`src/rtl/srs_map.svh`:
```
`ifndef SRS_MAP_SVH
`define SRS_MAP_SVH
// ----------------------------------------
// register offsets (word index on the port)
// ----------------------------------------
`define SRS_A_CTRL 6'h00
`define SRS_A_RISE 6'h01
`define SRS_A_FALL 6'h02
`define SRS_A_UNIT 6'h03
`define SRS_A_STAT 6'h04
`define SRS_A_WSV 6'h05
`define SRS_A_ELAP 6'h06
`define SRS_A_SV 6'h10
`define SRS_A_DW 6'h18
`define SRS_A_LK 6'h20
// ----------------------------------------
// control fields and reset values
// ----------------------------------------
`define SRS_C_RUN 0
`define SRS_C_RS 1
`define SRS_C_HRS 2
`define SRS_C_AT 3
`define SRS_CTRL_RST 3'h1
`define SRS_RATE_OFF 16'h0000
`define SRS_LINK_OFF 4'h0
`define SRS_LINK_MAX 4'h8
`define SRS_UNIT_MIN 12'h001
`define SRS_UNIT_MAX 12'he10
`define SRS_UNIT_RST 12'h001
`define SRS_MM_MAX 8'hc7
`define SRS_HH_MAX 8'h63
`define SRS_MINOR_MAX 8'h3b
`define SRS_PER_MIN 16'h003c
`define SRS_SPAN 16'h0578
// ----------------------------------------
// timing
// ----------------------------------------
`define SRS_CLK_HZ 20000000
`define SRS_TICK_S 1
`endif

```
`src/rtl/srs_pkg.sv`:
```
`default_nettype none
package srs_pkg;
  localparam int SRS_DW = 16;
  localparam int SRS_AREAS = 8;
  typedef logic [SRS_DW-1:0] srs_val_t;
  typedef enum logic [3:0] {
    ST_STOP = 4'b0001,
    ST_RAMP = 4'b0010,
    ST_SOAK = 4'b0100,
    ST_HOLD = 4'b1000
  } srs_state_t;
  typedef struct packed {
    logic [5:0] addr;
    srs_val_t wdata;
    logic wr;
    logic rd;
  } srs_bus_t;
endpackage : srs_pkg
`default_nettype wire

```
`src/rtl/srs_tick.sv`:
```
`include "srs_map.svh"
`default_nettype none
module srs_tick #(
  parameter int unsigned CYCLES = `SRS_CLK_HZ * `SRS_TICK_S
)
(
  input wire logic clk,
  input wire logic srst,
  output logic pulse
);
  localparam int CW = $clog2(CYCLES + 1);
  localparam logic [CW-1:0] LAST = CW'(CYCLES - 1);
  logic [CW-1:0] cnt_r;

  always_ff @(posedge clk)
  begin
    if (srst || cnt_r == LAST)
      cnt_r <= '0;
    else
      cnt_r <= cnt_r + 1'b1;
  end

  always_ff @(posedge clk)
  begin
    if (srst)
      pulse <= 1'b0;
    else
      pulse <= (cnt_r == LAST);
  end
endmodule : srs_tick
`default_nettype wire

```
`src/rtl/srs_dwell.sv`:
```
`include "srs_map.svh"
`default_nettype none
module srs_dwell
  import srs_pkg::*;
(
  input wire logic clk,
  input wire logic srst,
  input wire logic sec_tick,
  input wire logic run,
  input wire logic hours,
  input wire srs_val_t dwell,
  output logic done,
  output srs_val_t elapsed
);
  logic [7:0] pre_r;
  srs_val_t elap_r;
  srs_val_t total;
  logic minor_tick;

  // dwell is major:minor, minor counts seconds or minutes
  assign total = {8'h00, dwell[15:8]} * `SRS_PER_MIN + {8'h00, dwell[7:0]};
  assign minor_tick = sec_tick && (!hours || pre_r == `SRS_MINOR_MAX);

  always_ff @(posedge clk)
  begin
    if (srst || !run || !hours)
      pre_r <= '0;
    else if (sec_tick)
      pre_r <= (pre_r == `SRS_MINOR_MAX) ? 8'h00 : pre_r + 8'h01;
  end

  // elapsed only runs while soaking; cleared otherwise
  always_ff @(posedge clk)
  begin
    if (srst || !run)
      elap_r <= '0;
    else if (minor_tick && !done)
      elap_r <= elap_r + 16'h0001;
  end

  // compared to the live value, so a rewrite counts from time spent
  assign done = run && elap_r >= total;
  assign elapsed = elap_r;
endmodule : srs_dwell
`default_nettype wire

```
`src/rtl/srs_top.sv`:
```
// Our own choices: the register addresses and the plain strobed port.
`include "srs_map.svh"
`default_nettype none
// Operation
// raising the target ramps the working value up at the rise rate.
// lowering the target ramps the working value down at the fall rate.
// each rate is one count up to span per unit time, or off; off at reset.
// unit time is whole seconds, one to three thousand six hundred.
// with limiting on, ramp from measured value at power-on and stop-to-run.
// auto tuning requested mid-ramp waits until the ramp ends.
// a rate rewritten mid-ramp applies to the rest of the ramp.
// any rate not off suppresses event re-hold on target change.
// dwell is min:sec to 199:59 or hr:min to 99:59; zero at reset.
// in ramp/soak mode, move to the linked area after the dwell.
// dwell timing starts only once the ramp has reached its target.
// a rewritten dwell leaves new dwell minus time already spent.
// each area links to area one to eight, or off; off at reset.
// last area of a chain ignores its dwell and holds its value; here it soaks out its dwell, then moves to hold.
// each unit tick steps by the rate, clamped to the target.
module srs_top
  import srs_pkg::*;
#(
  parameter int unsigned SEC_CYCLES = `SRS_CLK_HZ * `SRS_TICK_S,
  parameter srs_val_t SPAN = `SRS_SPAN
)
(
  input wire logic clk,
  input wire logic srst,
  input wire srs_bus_t bus,
  input wire srs_val_t pv,
  output srs_val_t rdata,
  output srs_val_t working_sv,
  output logic ramping,
  output logic soaking,
  output logic [2:0] area,
  output logic auto_tuning_start,
  output logic auto_tuning_pending,
  output logic event_rehold
);
  srs_val_t rise_r, fall_r, wsv_r, wsv_nxt, rdata_r, rd_val, tgt_q_r;
  srs_val_t target, rate, gap, step, elapsed;
  logic [11:0] unit_r, usec_r;
  logic [2:0] ctrl_r, cur_r, cur_nxt;
  logic [3:0] lk;
  srs_state_t state_r, state_nxt;
  srs_val_t sv_m [SRS_AREAS];
  srs_val_t dw_m [SRS_AREAS];
  logic [3:0] lk_m [SRS_AREAS];
  logic at_pend_r, at_start_r, rehold_r, at_set, at_go;
  logic sec_tick, unit_tick, dw_done, limiting, up, run;

  function automatic logic area_hit(input logic [5:0] a,
                                    input logic [5:0] base);
    return a[5:3] == base[5:3];
  endfunction : area_hit

  function automatic srs_val_t lim_rate(input srs_val_t v,
                                        input srs_val_t span);
    return (v > span) ? span : v;
  endfunction : lim_rate

  function automatic srs_val_t lim_dwell(input srs_val_t v,
                                         input logic hrs);
    logic [7:0] top;
    top = hrs ? `SRS_HH_MAX : `SRS_MM_MAX;
    return {(v[15:8] > top) ? top : v[15:8],
            (v[7:0] > `SRS_MINOR_MAX) ? `SRS_MINOR_MAX : v[7:0]};
  endfunction : lim_dwell

  // ----------------------------------------
  // tick sources
  // ----------------------------------------
  srs_tick #(
    .CYCLES(SEC_CYCLES)
  ) u_sec (
    .clk(clk),
    .srst(srst),
    .pulse(sec_tick)
  );

  srs_dwell u_dwell (
    .clk(clk),
    .srst(srst),
    .sec_tick(sec_tick),
    .run(state_r == ST_SOAK && ctrl_r[`SRS_C_RS]),
    .hours(ctrl_r[`SRS_C_HRS]),
    .dwell(dw_m[cur_r]),
    .done(dw_done),
    .elapsed(elapsed)
  );

  // ----------------------------------------
  // configuration registers
  // ----------------------------------------
  always_ff @(posedge clk)
  begin
    if (srst)
    begin
      ctrl_r <= `SRS_CTRL_RST;
      rise_r <= `SRS_RATE_OFF;
      fall_r <= `SRS_RATE_OFF;
      unit_r <= `SRS_UNIT_RST;
    end
    else if (bus.wr)
    begin
      case (bus.addr)
        `SRS_A_CTRL: ctrl_r <= bus.wdata[2:0];
        `SRS_A_RISE: rise_r <= lim_rate(bus.wdata, SPAN);
        `SRS_A_FALL: fall_r <= lim_rate(bus.wdata, SPAN);
        `SRS_A_UNIT:
        begin
          if (bus.wdata < {4'h0, `SRS_UNIT_MIN})
            unit_r <= `SRS_UNIT_MIN;
          else if (bus.wdata > {4'h0, `SRS_UNIT_MAX})
            unit_r <= `SRS_UNIT_MAX;
          else
            unit_r <= bus.wdata[11:0];
        end
        default: ;
      endcase
    end
  end

  // ----------------------------------------
  // memory areas
  // ----------------------------------------
  always_ff @(posedge clk)
  begin
    if (srst)
    begin
      for (int i = 0; i < SRS_AREAS; i++)
      begin
        sv_m[i] <= '0;
        dw_m[i] <= '0;
        lk_m[i] <= `SRS_LINK_OFF;
      end
    end
    else if (bus.wr)
    begin
      if (area_hit(bus.addr, `SRS_A_SV))
        sv_m[bus.addr[2:0]] <= bus.wdata;
      if (area_hit(bus.addr, `SRS_A_DW))
        dw_m[bus.addr[2:0]] <= lim_dwell(bus.wdata, ctrl_r[`SRS_C_HRS]);
      if (area_hit(bus.addr, `SRS_A_LK))
        lk_m[bus.addr[2:0]] <= (bus.wdata > {12'h000, `SRS_LINK_MAX}) ?
                               `SRS_LINK_OFF : bus.wdata[3:0];
    end
  end

  // ----------------------------------------
  // ramp arithmetic
  // ----------------------------------------
  assign run = ctrl_r[`SRS_C_RUN];
  assign target = sv_m[cur_r];
  assign lk = lk_m[cur_r];
  assign limiting = rise_r != `SRS_RATE_OFF || fall_r != `SRS_RATE_OFF;
  assign unit_tick = state_r == ST_RAMP && sec_tick &&
                     usec_r >= unit_r - `SRS_UNIT_MIN;

  always_ff @(posedge clk)
  begin
    if (srst || state_r != ST_RAMP || unit_tick)
      usec_r <= '0;
    else if (sec_tick)
      usec_r <= usec_r + 12'h001;
  end

  // live rate registers, so a rewrite steers the remaining ramp
  always_comb
  begin
    up = target > wsv_r;
    rate = up ? rise_r : fall_r;
    gap = up ? target - wsv_r : wsv_r - target;
    if (rate == `SRS_RATE_OFF || gap <= rate)
      step = target;
    else if (up)
      step = wsv_r + rate;
    else
      step = wsv_r - rate;
  end

  // ----------------------------------------
  // sequencer
  // ----------------------------------------
  always_comb
  begin
    state_nxt = state_r;
    cur_nxt = cur_r;
    wsv_nxt = wsv_r;
    case (state_r)
      ST_STOP:
        if (run)
        begin
          wsv_nxt = limiting ? pv : target;
          state_nxt = ST_RAMP;
        end
      ST_RAMP:
      begin
        if (rate == `SRS_RATE_OFF || unit_tick)
          wsv_nxt = step;
        if (wsv_r == target)
          state_nxt = ST_SOAK;
      end
      ST_SOAK:
        if (wsv_r != target)
          state_nxt = ST_RAMP;
        else if (dw_done && lk == `SRS_LINK_OFF)
          state_nxt = ST_HOLD;
        else if (dw_done)
        begin
          cur_nxt = 3'(lk - 4'h1);
          state_nxt = ST_RAMP;
        end
      ST_HOLD:
        if (wsv_r != target)
          state_nxt = ST_RAMP;
      default: state_nxt = ST_STOP;
    endcase
    if (!run)
      state_nxt = ST_STOP;
  end

  always_ff @(posedge clk)
  begin
    if (srst)
    begin
      state_r <= ST_STOP;
      cur_r <= '0;
      wsv_r <= '0;
    end
    else
    begin
      state_r <= state_nxt;
      cur_r <= cur_nxt;
      wsv_r <= wsv_nxt;
    end
  end

  // ----------------------------------------
  // auto tuning deferral and event re-hold
  // ----------------------------------------
  assign at_set = bus.wr && bus.addr == `SRS_A_CTRL && bus.wdata[`SRS_C_AT];
  assign at_go = at_pend_r && (state_r == ST_SOAK || state_r == ST_HOLD);

  always_ff @(posedge clk)
  begin
    if (srst)
    begin
      at_pend_r <= 1'b0;
      at_start_r <= 1'b0;
    end
    else
    begin
      at_pend_r <= at_set || (at_pend_r && !at_go);
      at_start_r <= at_go;
    end
  end

  always_ff @(posedge clk)
  begin
    if (srst)
    begin
      tgt_q_r <= '0;
      rehold_r <= 1'b0;
    end
    else
    begin
      tgt_q_r <= target;
      rehold_r <= !limiting && state_r != ST_STOP &&
                  target != tgt_q_r;
    end
  end

  // ----------------------------------------
  // read port
  // ----------------------------------------
  always_comb
  begin
    rd_val = '0;
    case (bus.addr)
      `SRS_A_CTRL: rd_val = {13'h0000, ctrl_r};
      `SRS_A_RISE: rd_val = rise_r;
      `SRS_A_FALL: rd_val = fall_r;
      `SRS_A_UNIT: rd_val = {4'h0, unit_r};
      `SRS_A_STAT: rd_val = {8'h00, at_pend_r, state_r, cur_r};
      `SRS_A_WSV: rd_val = wsv_r;
      `SRS_A_ELAP: rd_val = elapsed;
      default: ;
    endcase
    if (area_hit(bus.addr, `SRS_A_SV))
      rd_val = sv_m[bus.addr[2:0]];
    if (area_hit(bus.addr, `SRS_A_DW))
      rd_val = dw_m[bus.addr[2:0]];
    if (area_hit(bus.addr, `SRS_A_LK))
      rd_val = {12'h000, lk_m[bus.addr[2:0]]};
  end

  always_ff @(posedge clk)
  begin
    if (srst || !bus.rd)
      rdata_r <= '0;
    else
      rdata_r <= rd_val;
  end

  assign rdata = rdata_r;
  assign working_sv = wsv_r;
  assign ramping = state_r == ST_RAMP;
  assign soaking = state_r == ST_SOAK && ctrl_r[`SRS_C_RS];
  assign area = cur_r;
  assign auto_tuning_start = at_start_r;
  assign auto_tuning_pending = at_pend_r;
  assign event_rehold = rehold_r;
endmodule : srs_top
`default_nettype wire

```
`config.mk`:
```
export PLATFORM = sky130hd
export DESIGN_NAME = srs_top
export DESIGN_NICKNAME = d
export VERILOG_FILES = /design/src/rtl/srs_pkg.sv /design/src/rtl/srs_tick.sv /design/src/rtl/srs_dwell.sv /design/src/rtl/srs_top.sv
export VERILOG_INCLUDE_DIRS = /design/src /design/src/rtl
export SDC_FILE = /design/constraint.sdc
export NUM_CORES = 1
export LEC_CHECK = 0
export BUFFER_PORTS_ARGS = -buffer_cell sky130_fd_sc_hd__buf_2
export CORE_UTILIZATION = 49
export DETAILED_ROUTE_END_ITERATION = 16
export GPL_ROUTABILITY_DRIVEN = 0
export PLACE_DENSITY_LB_ADDON = 0.25
export REMOVE_ABC_BUFFERS = 1
export SETUP_SLACK_MARGIN = 0.4
export SLEW_MARGIN = 25
export SYNTH_ARGS = -nofsm -noshare
export SYNTH_HDL_FRONTEND = slang
export SYNTH_SLANG_ARGS = --single-unit
```
`constraint.sdc`:
```
create_clock -name clk -period 16.9 [get_ports clk]
set_input_delay 0 -clock clk [delete_from_list [all_inputs] [get_ports clk]]
set_output_delay 0 -clock clk [all_outputs]
set_load 0.05 [all_outputs]
```
[Word-level counts from Yosys, hierarchy flattened]
Memory sizes are Yosys's and may differ from the RTL's. A register that Yosys moved wholly into a read port is not among the register bits.
Cells that the tools add are included.
Storage, ports and cells
  bits in registers: 167
  bits in latches: 0
  bits in writable memories: 288
  bits in read-only memories: 0
  word-level logic and storage cells: 175
  memories kept: 3
Cells by class
  $add $sub $neg: 11
  multipliers: 1
  div/mod/pow operators: 0
  $lt $le $gt $ge: 10
  equal/unequal tests: 25
  shift operators: 0
  muxes and demuxes: 55
  bitwise gates (word level): 3
  reductions and logical operators: 49
Memories
  dw_m: words 8, bits a word 16, rd ports 2, clocked after memory_dff 1, wr ports 8, RTL line srs_top.sv:47  | srs_val_t dw_m [SRS_AREAS];
  sv_m: words 8, bits a word 16, rd ports 2, clocked after memory_dff 1, wr ports 8, RTL line srs_top.sv:46  | srs_val_t sv_m [SRS_AREAS];
  lk_m: words 8, bits a word 4, rd ports 2, clocked after memory_dff 1, wr ports 8, RTL line srs_top.sv:48  | logic [3:0] lk_m [SRS_AREAS];
Operators with widths (count)
  $mux W16: 12
  $pmux W16 S7: 1
  $sub A16 B16 Y16: 3
  $mux W4: 8
  $mux W8: 4
  $ne A16 B16 Y1: 2
  $pmux W16 S2: 1
  $reduce_bool A16 Y1: 2
  $reduce_or A16 Y1: 2
  $mux W3: 9
  $add A25 B1 Y25 const B: 1
  $eq A25 B25 Y1 const B: 1
  $mux W12: 2
  $eq A6 B3 Y1 const B: 3
  $mux W1: 17
  $add A16 B1 Y16 const B: 1
  $add A16 B16 Y16: 1
  $eq A16 B16 Y1: 1
  $ge A16 B16 Y1: 1
  $gt A16 B11 Y1 const B: 1
  $gt A16 B12 Y1 const B: 1
  $gt A16 B16 Y1: 1
  $gt A16 B4 Y1 const B: 1
  $le A16 B16 Y1: 1
  37 further kinds: 77

[Longest topological paths before layout]
  depth after elaboration: 9
  gate-level depth with buffers: 33
  mapped depth without buffers: 26

[By module]
Synthesis repeated with hierarchy kept, for this count alone.
Second synthesis, totals
  cells, all modules: 2559
  area total of the unflattened synthesis: 27518.9 µm²
By module, submodules not included
  srs_top: instances 1, cells an instance 2113, area each 23706.5 µm²
  srs_dwell: instances 1, cells an instance 305, area each 2611.3 µm²
  srs_tick: instances 1, cells an instance 141, area each 1201.2 µm²

[Least setup slack after synthesis]
No wires, ideal clock.
  kind: register to register
  start: register (tool-made name)
  end: register u_dwell.elap_r[12], in the netlist u_dwell.elapsed[12]
  setup time: 0.119 ns
  arrival: 6.753 ns
  data required time: 16.781 ns
  slack: 10.028 ns
  stages on the path, launching flop included: 29
  path through: dfxtp_1 > buf_2 > buf_2 > buf_1 > mux4_2 > mux2i_1 > inv_1 > fa_1 > fa_1 > ha_1 > a21o_1 > a21oi_1 > xnor2_1 > ha_1 > nor2b_1 > o21a_1 > and3_1 > nand3_1 > xor2_1 > ha_1 > a21o_1 > nand2_1 > a31oi_1 > a21oi_1 > o21ai_0 > clkbuf_1 > nor2_1 > nand4_1 > mux2i_1
RTL lines
  to (signal assigned): RTL line srs_dwell.sv:38  | elap_r <= elap_r + 16'h0001;
  to (decl): RTL line srs_dwell.sv:16  | srs_val_t elap_r;

==> out/qor.csv <==
stage,metric,value,unit
power,swShare,0.297,
setup_path,arrival,8.35,ns
clock_tree,cts_tree,built,
setup_path,critPathMostFrequentCell,o21a_1,
placed_design,place_ws,9.12,ns
sta,period_share,0.461,
power,internal_power,2.10,mW
route,firstDrtPassIters,6,
route,vias,20919,
global_route,grt_pass1_vias,20407,
yosys,netlist_instances,2501,
power,p_comb_frac,0.205,
clock_tree,cts_resized,0,
clock_tree,clkLatencyLatePin,0.62,ns
clock_tree,cts.sinks,458,
yosys,synth-edff-count,288,
power,power_per_cell_area,98.6,nW/um2
sta,hold_viol_final,0,
setup_path,crit_type,flip-flop to flip-flop,
power,p_clk_frac,0.366,
power,power_frac_seq,0.428,
finish,final_cell_mix,"nor2_1, edfxtp_1, dfxtp_1, nand2_1, mux4_2",
sta,relSlewSlack,0.310,
finish,diodes,0,
route,ant_nets,0,
floorplan,io_pins,82,
power,ir_worst_vdd,0.0766,mV
clock_tree,path_clk_slew,0.06,ns
yosys,yosys_register_bits,458,
setup_path,cp_top_family,compound AO/OA/AOI/OAI gates,
finish,syn2layout_area_growth,11.5,%
sta,setup_violations,0,
sta,rsz0062_at_grt,no,
setup_path,crit_path_max_fanout,59,
setup_path,path_cells,"mux4_2, mux2i_1, inv_1, fa_1, a21o_1, o21a_1, o21a_1, o311a_2, buf_4, mux2i_1, a21oi_1, o21ai_0, o211ai_1, xor2_1, ha_1, nand2_1, nor3_1, o21a_1, o31ai_1, a21oi_2, a21oi_4, a221oi_1, a22o_1",
finish,final_nets,2767,
sta,slew_violations,0,
finish,final_common_cell,nor2_1,
outcome,outcome,"complete, no violations",
setup_path,crit_path_end_kind,flip-flop,
finish,multi_input_area,14300,um2
finish,drive_gt1_frac,0.150,
route,vias_per_cell,6.29,
clock_tree,clk_path_buf_depth,3,
setup_path,cp.buffers_inverters,2,
yosys,synth_flop_cell,edfxtp_1,
yosys,ys_types,76,
sta,worst_slack,9.11,ns
sta,fin_crit,7.79,ns
power,p_switching,0.885,mW
setup_path,critical_path.startpoint_type,flip-flop,
clock_tree,clock-root-buffer,clkbuf_16,
setup_path,required,17.45,ns
yosys,syn_area,27100,um2
finish,seqCellArea,12100,um2
yosys,synth-warning-count,0,
route,drtIter0Drc,2354,
clock_tree,h-tree-depth,2,
floorplan,fp.coreArea,54200,um2
floorplan,initial_core_util,0.500,
global_route,grt_first_pass_wirelength,121000,um
route,drc_errors,0,
setup_path,crit_slowest_cell,dfxtp_4,
sta,tightestPinTransition,1.03,ns
worst_hold_path,hold_class,primary input to flip-flop,
global_route,grt_start_max_net_pins,60,
placed_design,port_buffers,81,
floorplan,row_count,85,
route,drt-total-wl,80600,um
clock_tree,cts_made_buffers,49,
floorplan,die_x,237,um
setup_path,max_stage_delay,0.94,ns
floorplan,die_y,237,um
power,power.leakage,11.2,nW
yosys,synth-async-reset-ratio,0,
yosys,yosysSeqAreaShare,0.444,
sta,fmax,128,MHz
floorplan,die_area,56300,um2
yosys,synth_area_per_cell,10.9,um2
placed_design,hpwl,56700,um
finish,fill_cells,4618,
flow_run,drv_cap,0,
global_route,track_usage,0.285,
sta,fin_skew,0.0254,ns
route,wl_per_cell,24.2,um
global_route,grt_overflow,0,
sta,fin_tns_setup,0,ns
global_route,antenna_found_initial,3,
## worst register-to-register path, stage by stage (launching register included)
cell and delay [ns]:
dfxtp_4 0.94, mux4_2 0.63, mux2i_1 0.69, inv_1 0.22, fa_1 0.49, a21o_1 0.19, o21a_1 0.19, o21a_1 0.18
o311a_2 0.51, buf_4 0.39, mux2i_1 0.34, a21oi_1 0.17, o21ai_0 0.35, o211ai_1 0.17, xor2_1 0.17, ha_1 0.30
nand2_1 0.05, nor3_1 0.33, o21a_1 0.19, o31ai_1 0.11, a21oi_2 0.49, a21oi_4 0.16, a221oi_1 0.29, a22o_1 0.16
## flip-flops by register name, summed over array words and instances, names as in the netlist, 3 cells and up, named ones only
register and count:
rise_r 16, tgt_q_r 16, sv_m 128, area 3, lk_m 32, rdata 16, state_r 4, working_sv 16
ctrl_r 3, fall_r 16, dw_m 128, u_sec.cnt_r 25, usec_r 12, u_dwell.pre_r 8, u_dwell.elapsed 16, unit_r 12
## metrics by stage
stage          cell area (um2)  hold slack (ns)  total power, mW  instances   util
2_1_floorplan            26600           0.0691             1.71       2375      -
6_report                 30300           0.0501             2.98       3324  0.558
5_1_grt                  30300           0.0835             3.09       3324  0.558
4_1_cts                  30200           0.0125             2.98       3324  0.558
3_3_place_gp             28200            0.320             1.87       3191  0.520
3_5_place_dp             28200            0.307             1.89       3191  0.520
## layer usage
layer / track usage / vias up / wire length, um
met2: 0.450 / 1124 / 36800
li1: - / 9318 / -
met1: 0.379 / 10273 / 32000
met3: 0.0643 / 198 / 8400
met5: 0 / - / 28
met4: 0.115 / 6 / 3410
## synth_stat cells, types with 21 or more instances
| cell type | count | share of area |
|---|---|---|
| nor2_1 | 369 | 0.051 |
| o21ai_0 | 48 | 0.0089 |
| a21oi_1 | 122 | 0.022 |
| clkbuf_1 | 96 | 0.013 |
| xor2_1 | 65 | 0.021 |
| nor2b_1 | 31 | 0.0071 |
| nand4_1 | 35 | 0.0081 |
| mux4_2 | 145 | 0.12 |
| mux2i_1 | 85 | 0.031 |
| dfxtp_1 | 170 | 0.13 |
| a211oi_1 | 21 | 0.0058 |
| and2_1 | 138 | 0.032 |
| ha_1 | 121 | 0.056 |
| buf_1 | 27 | 0.0037 |
| edfxtp_1 | 288 | 0.32 |
| inv_1 | 86 | 0.012 |
| xnor2_1 | 64 | 0.021 |
| nand3_1 | 64 | 0.012 |
| nand2_1 | 159 | 0.022 |
| a22oi_1 | 25 | 0.0069 |
| nor3_1 | 49 | 0.0090 |
## area by class of cell
type | instances | area share
clock inverter | 27 | 0.00955
clock buffer | 65 | 0.0438
tap | 696 | 0.0288
inverter | 86 | 0.0107
sequential | 458 | 0.399
multi-input combinational | 1831 | 0.472
timing repair buffer | 161 | 0.0368
## logic make-up after synthesis
logic type / synth area share
flops: 0.444
simple gates: 0.164
mux: 0.161
buf+inv: 0.0331
compound gates: 0.0884
xor+xnor: 0.0416
other cells: 0.000138
fa+ha+maj: 0.0683
## final timing paths
| check | from | endpoint | slack, ns | depth (start not counted) |
|---|---|---|---|---|
| worst min register to register | u_sec.cnt_r[0] | u_sec.cnt_r[0] | 0.48 | 1 |
| worst max register to register | flip-flop | working_sv[0] | 9.11 | 23 |
| worst min-delay path | bus[0] | rdata[2] | 0.05 | 4 |
| worst max-delay path | flip-flop | working_sv[0] | 9.11 | 23 |
## power groups by stage
stage | logic, mW | registers [mW] | clock network [mW]
finish | 0.613 | 1.28 | 1.09
global route | 0.668 | 1.28 | 1.14
CTS | 0.603 | 1.28 | 1.10
detailed placement | 0.593 | 1.30 | 0
global placement | 0.578 | 1.30 | 0
floorplan | 0.402 | 1.31 | 0
## what timing repair did
item                                   4_1_cts  5_1_grt
endpoints found under the hold margin      162        0
buffers inserted                             0        0
hold buffers                                41        0
No activity file was read; power rests on OpenSTA's default activity.
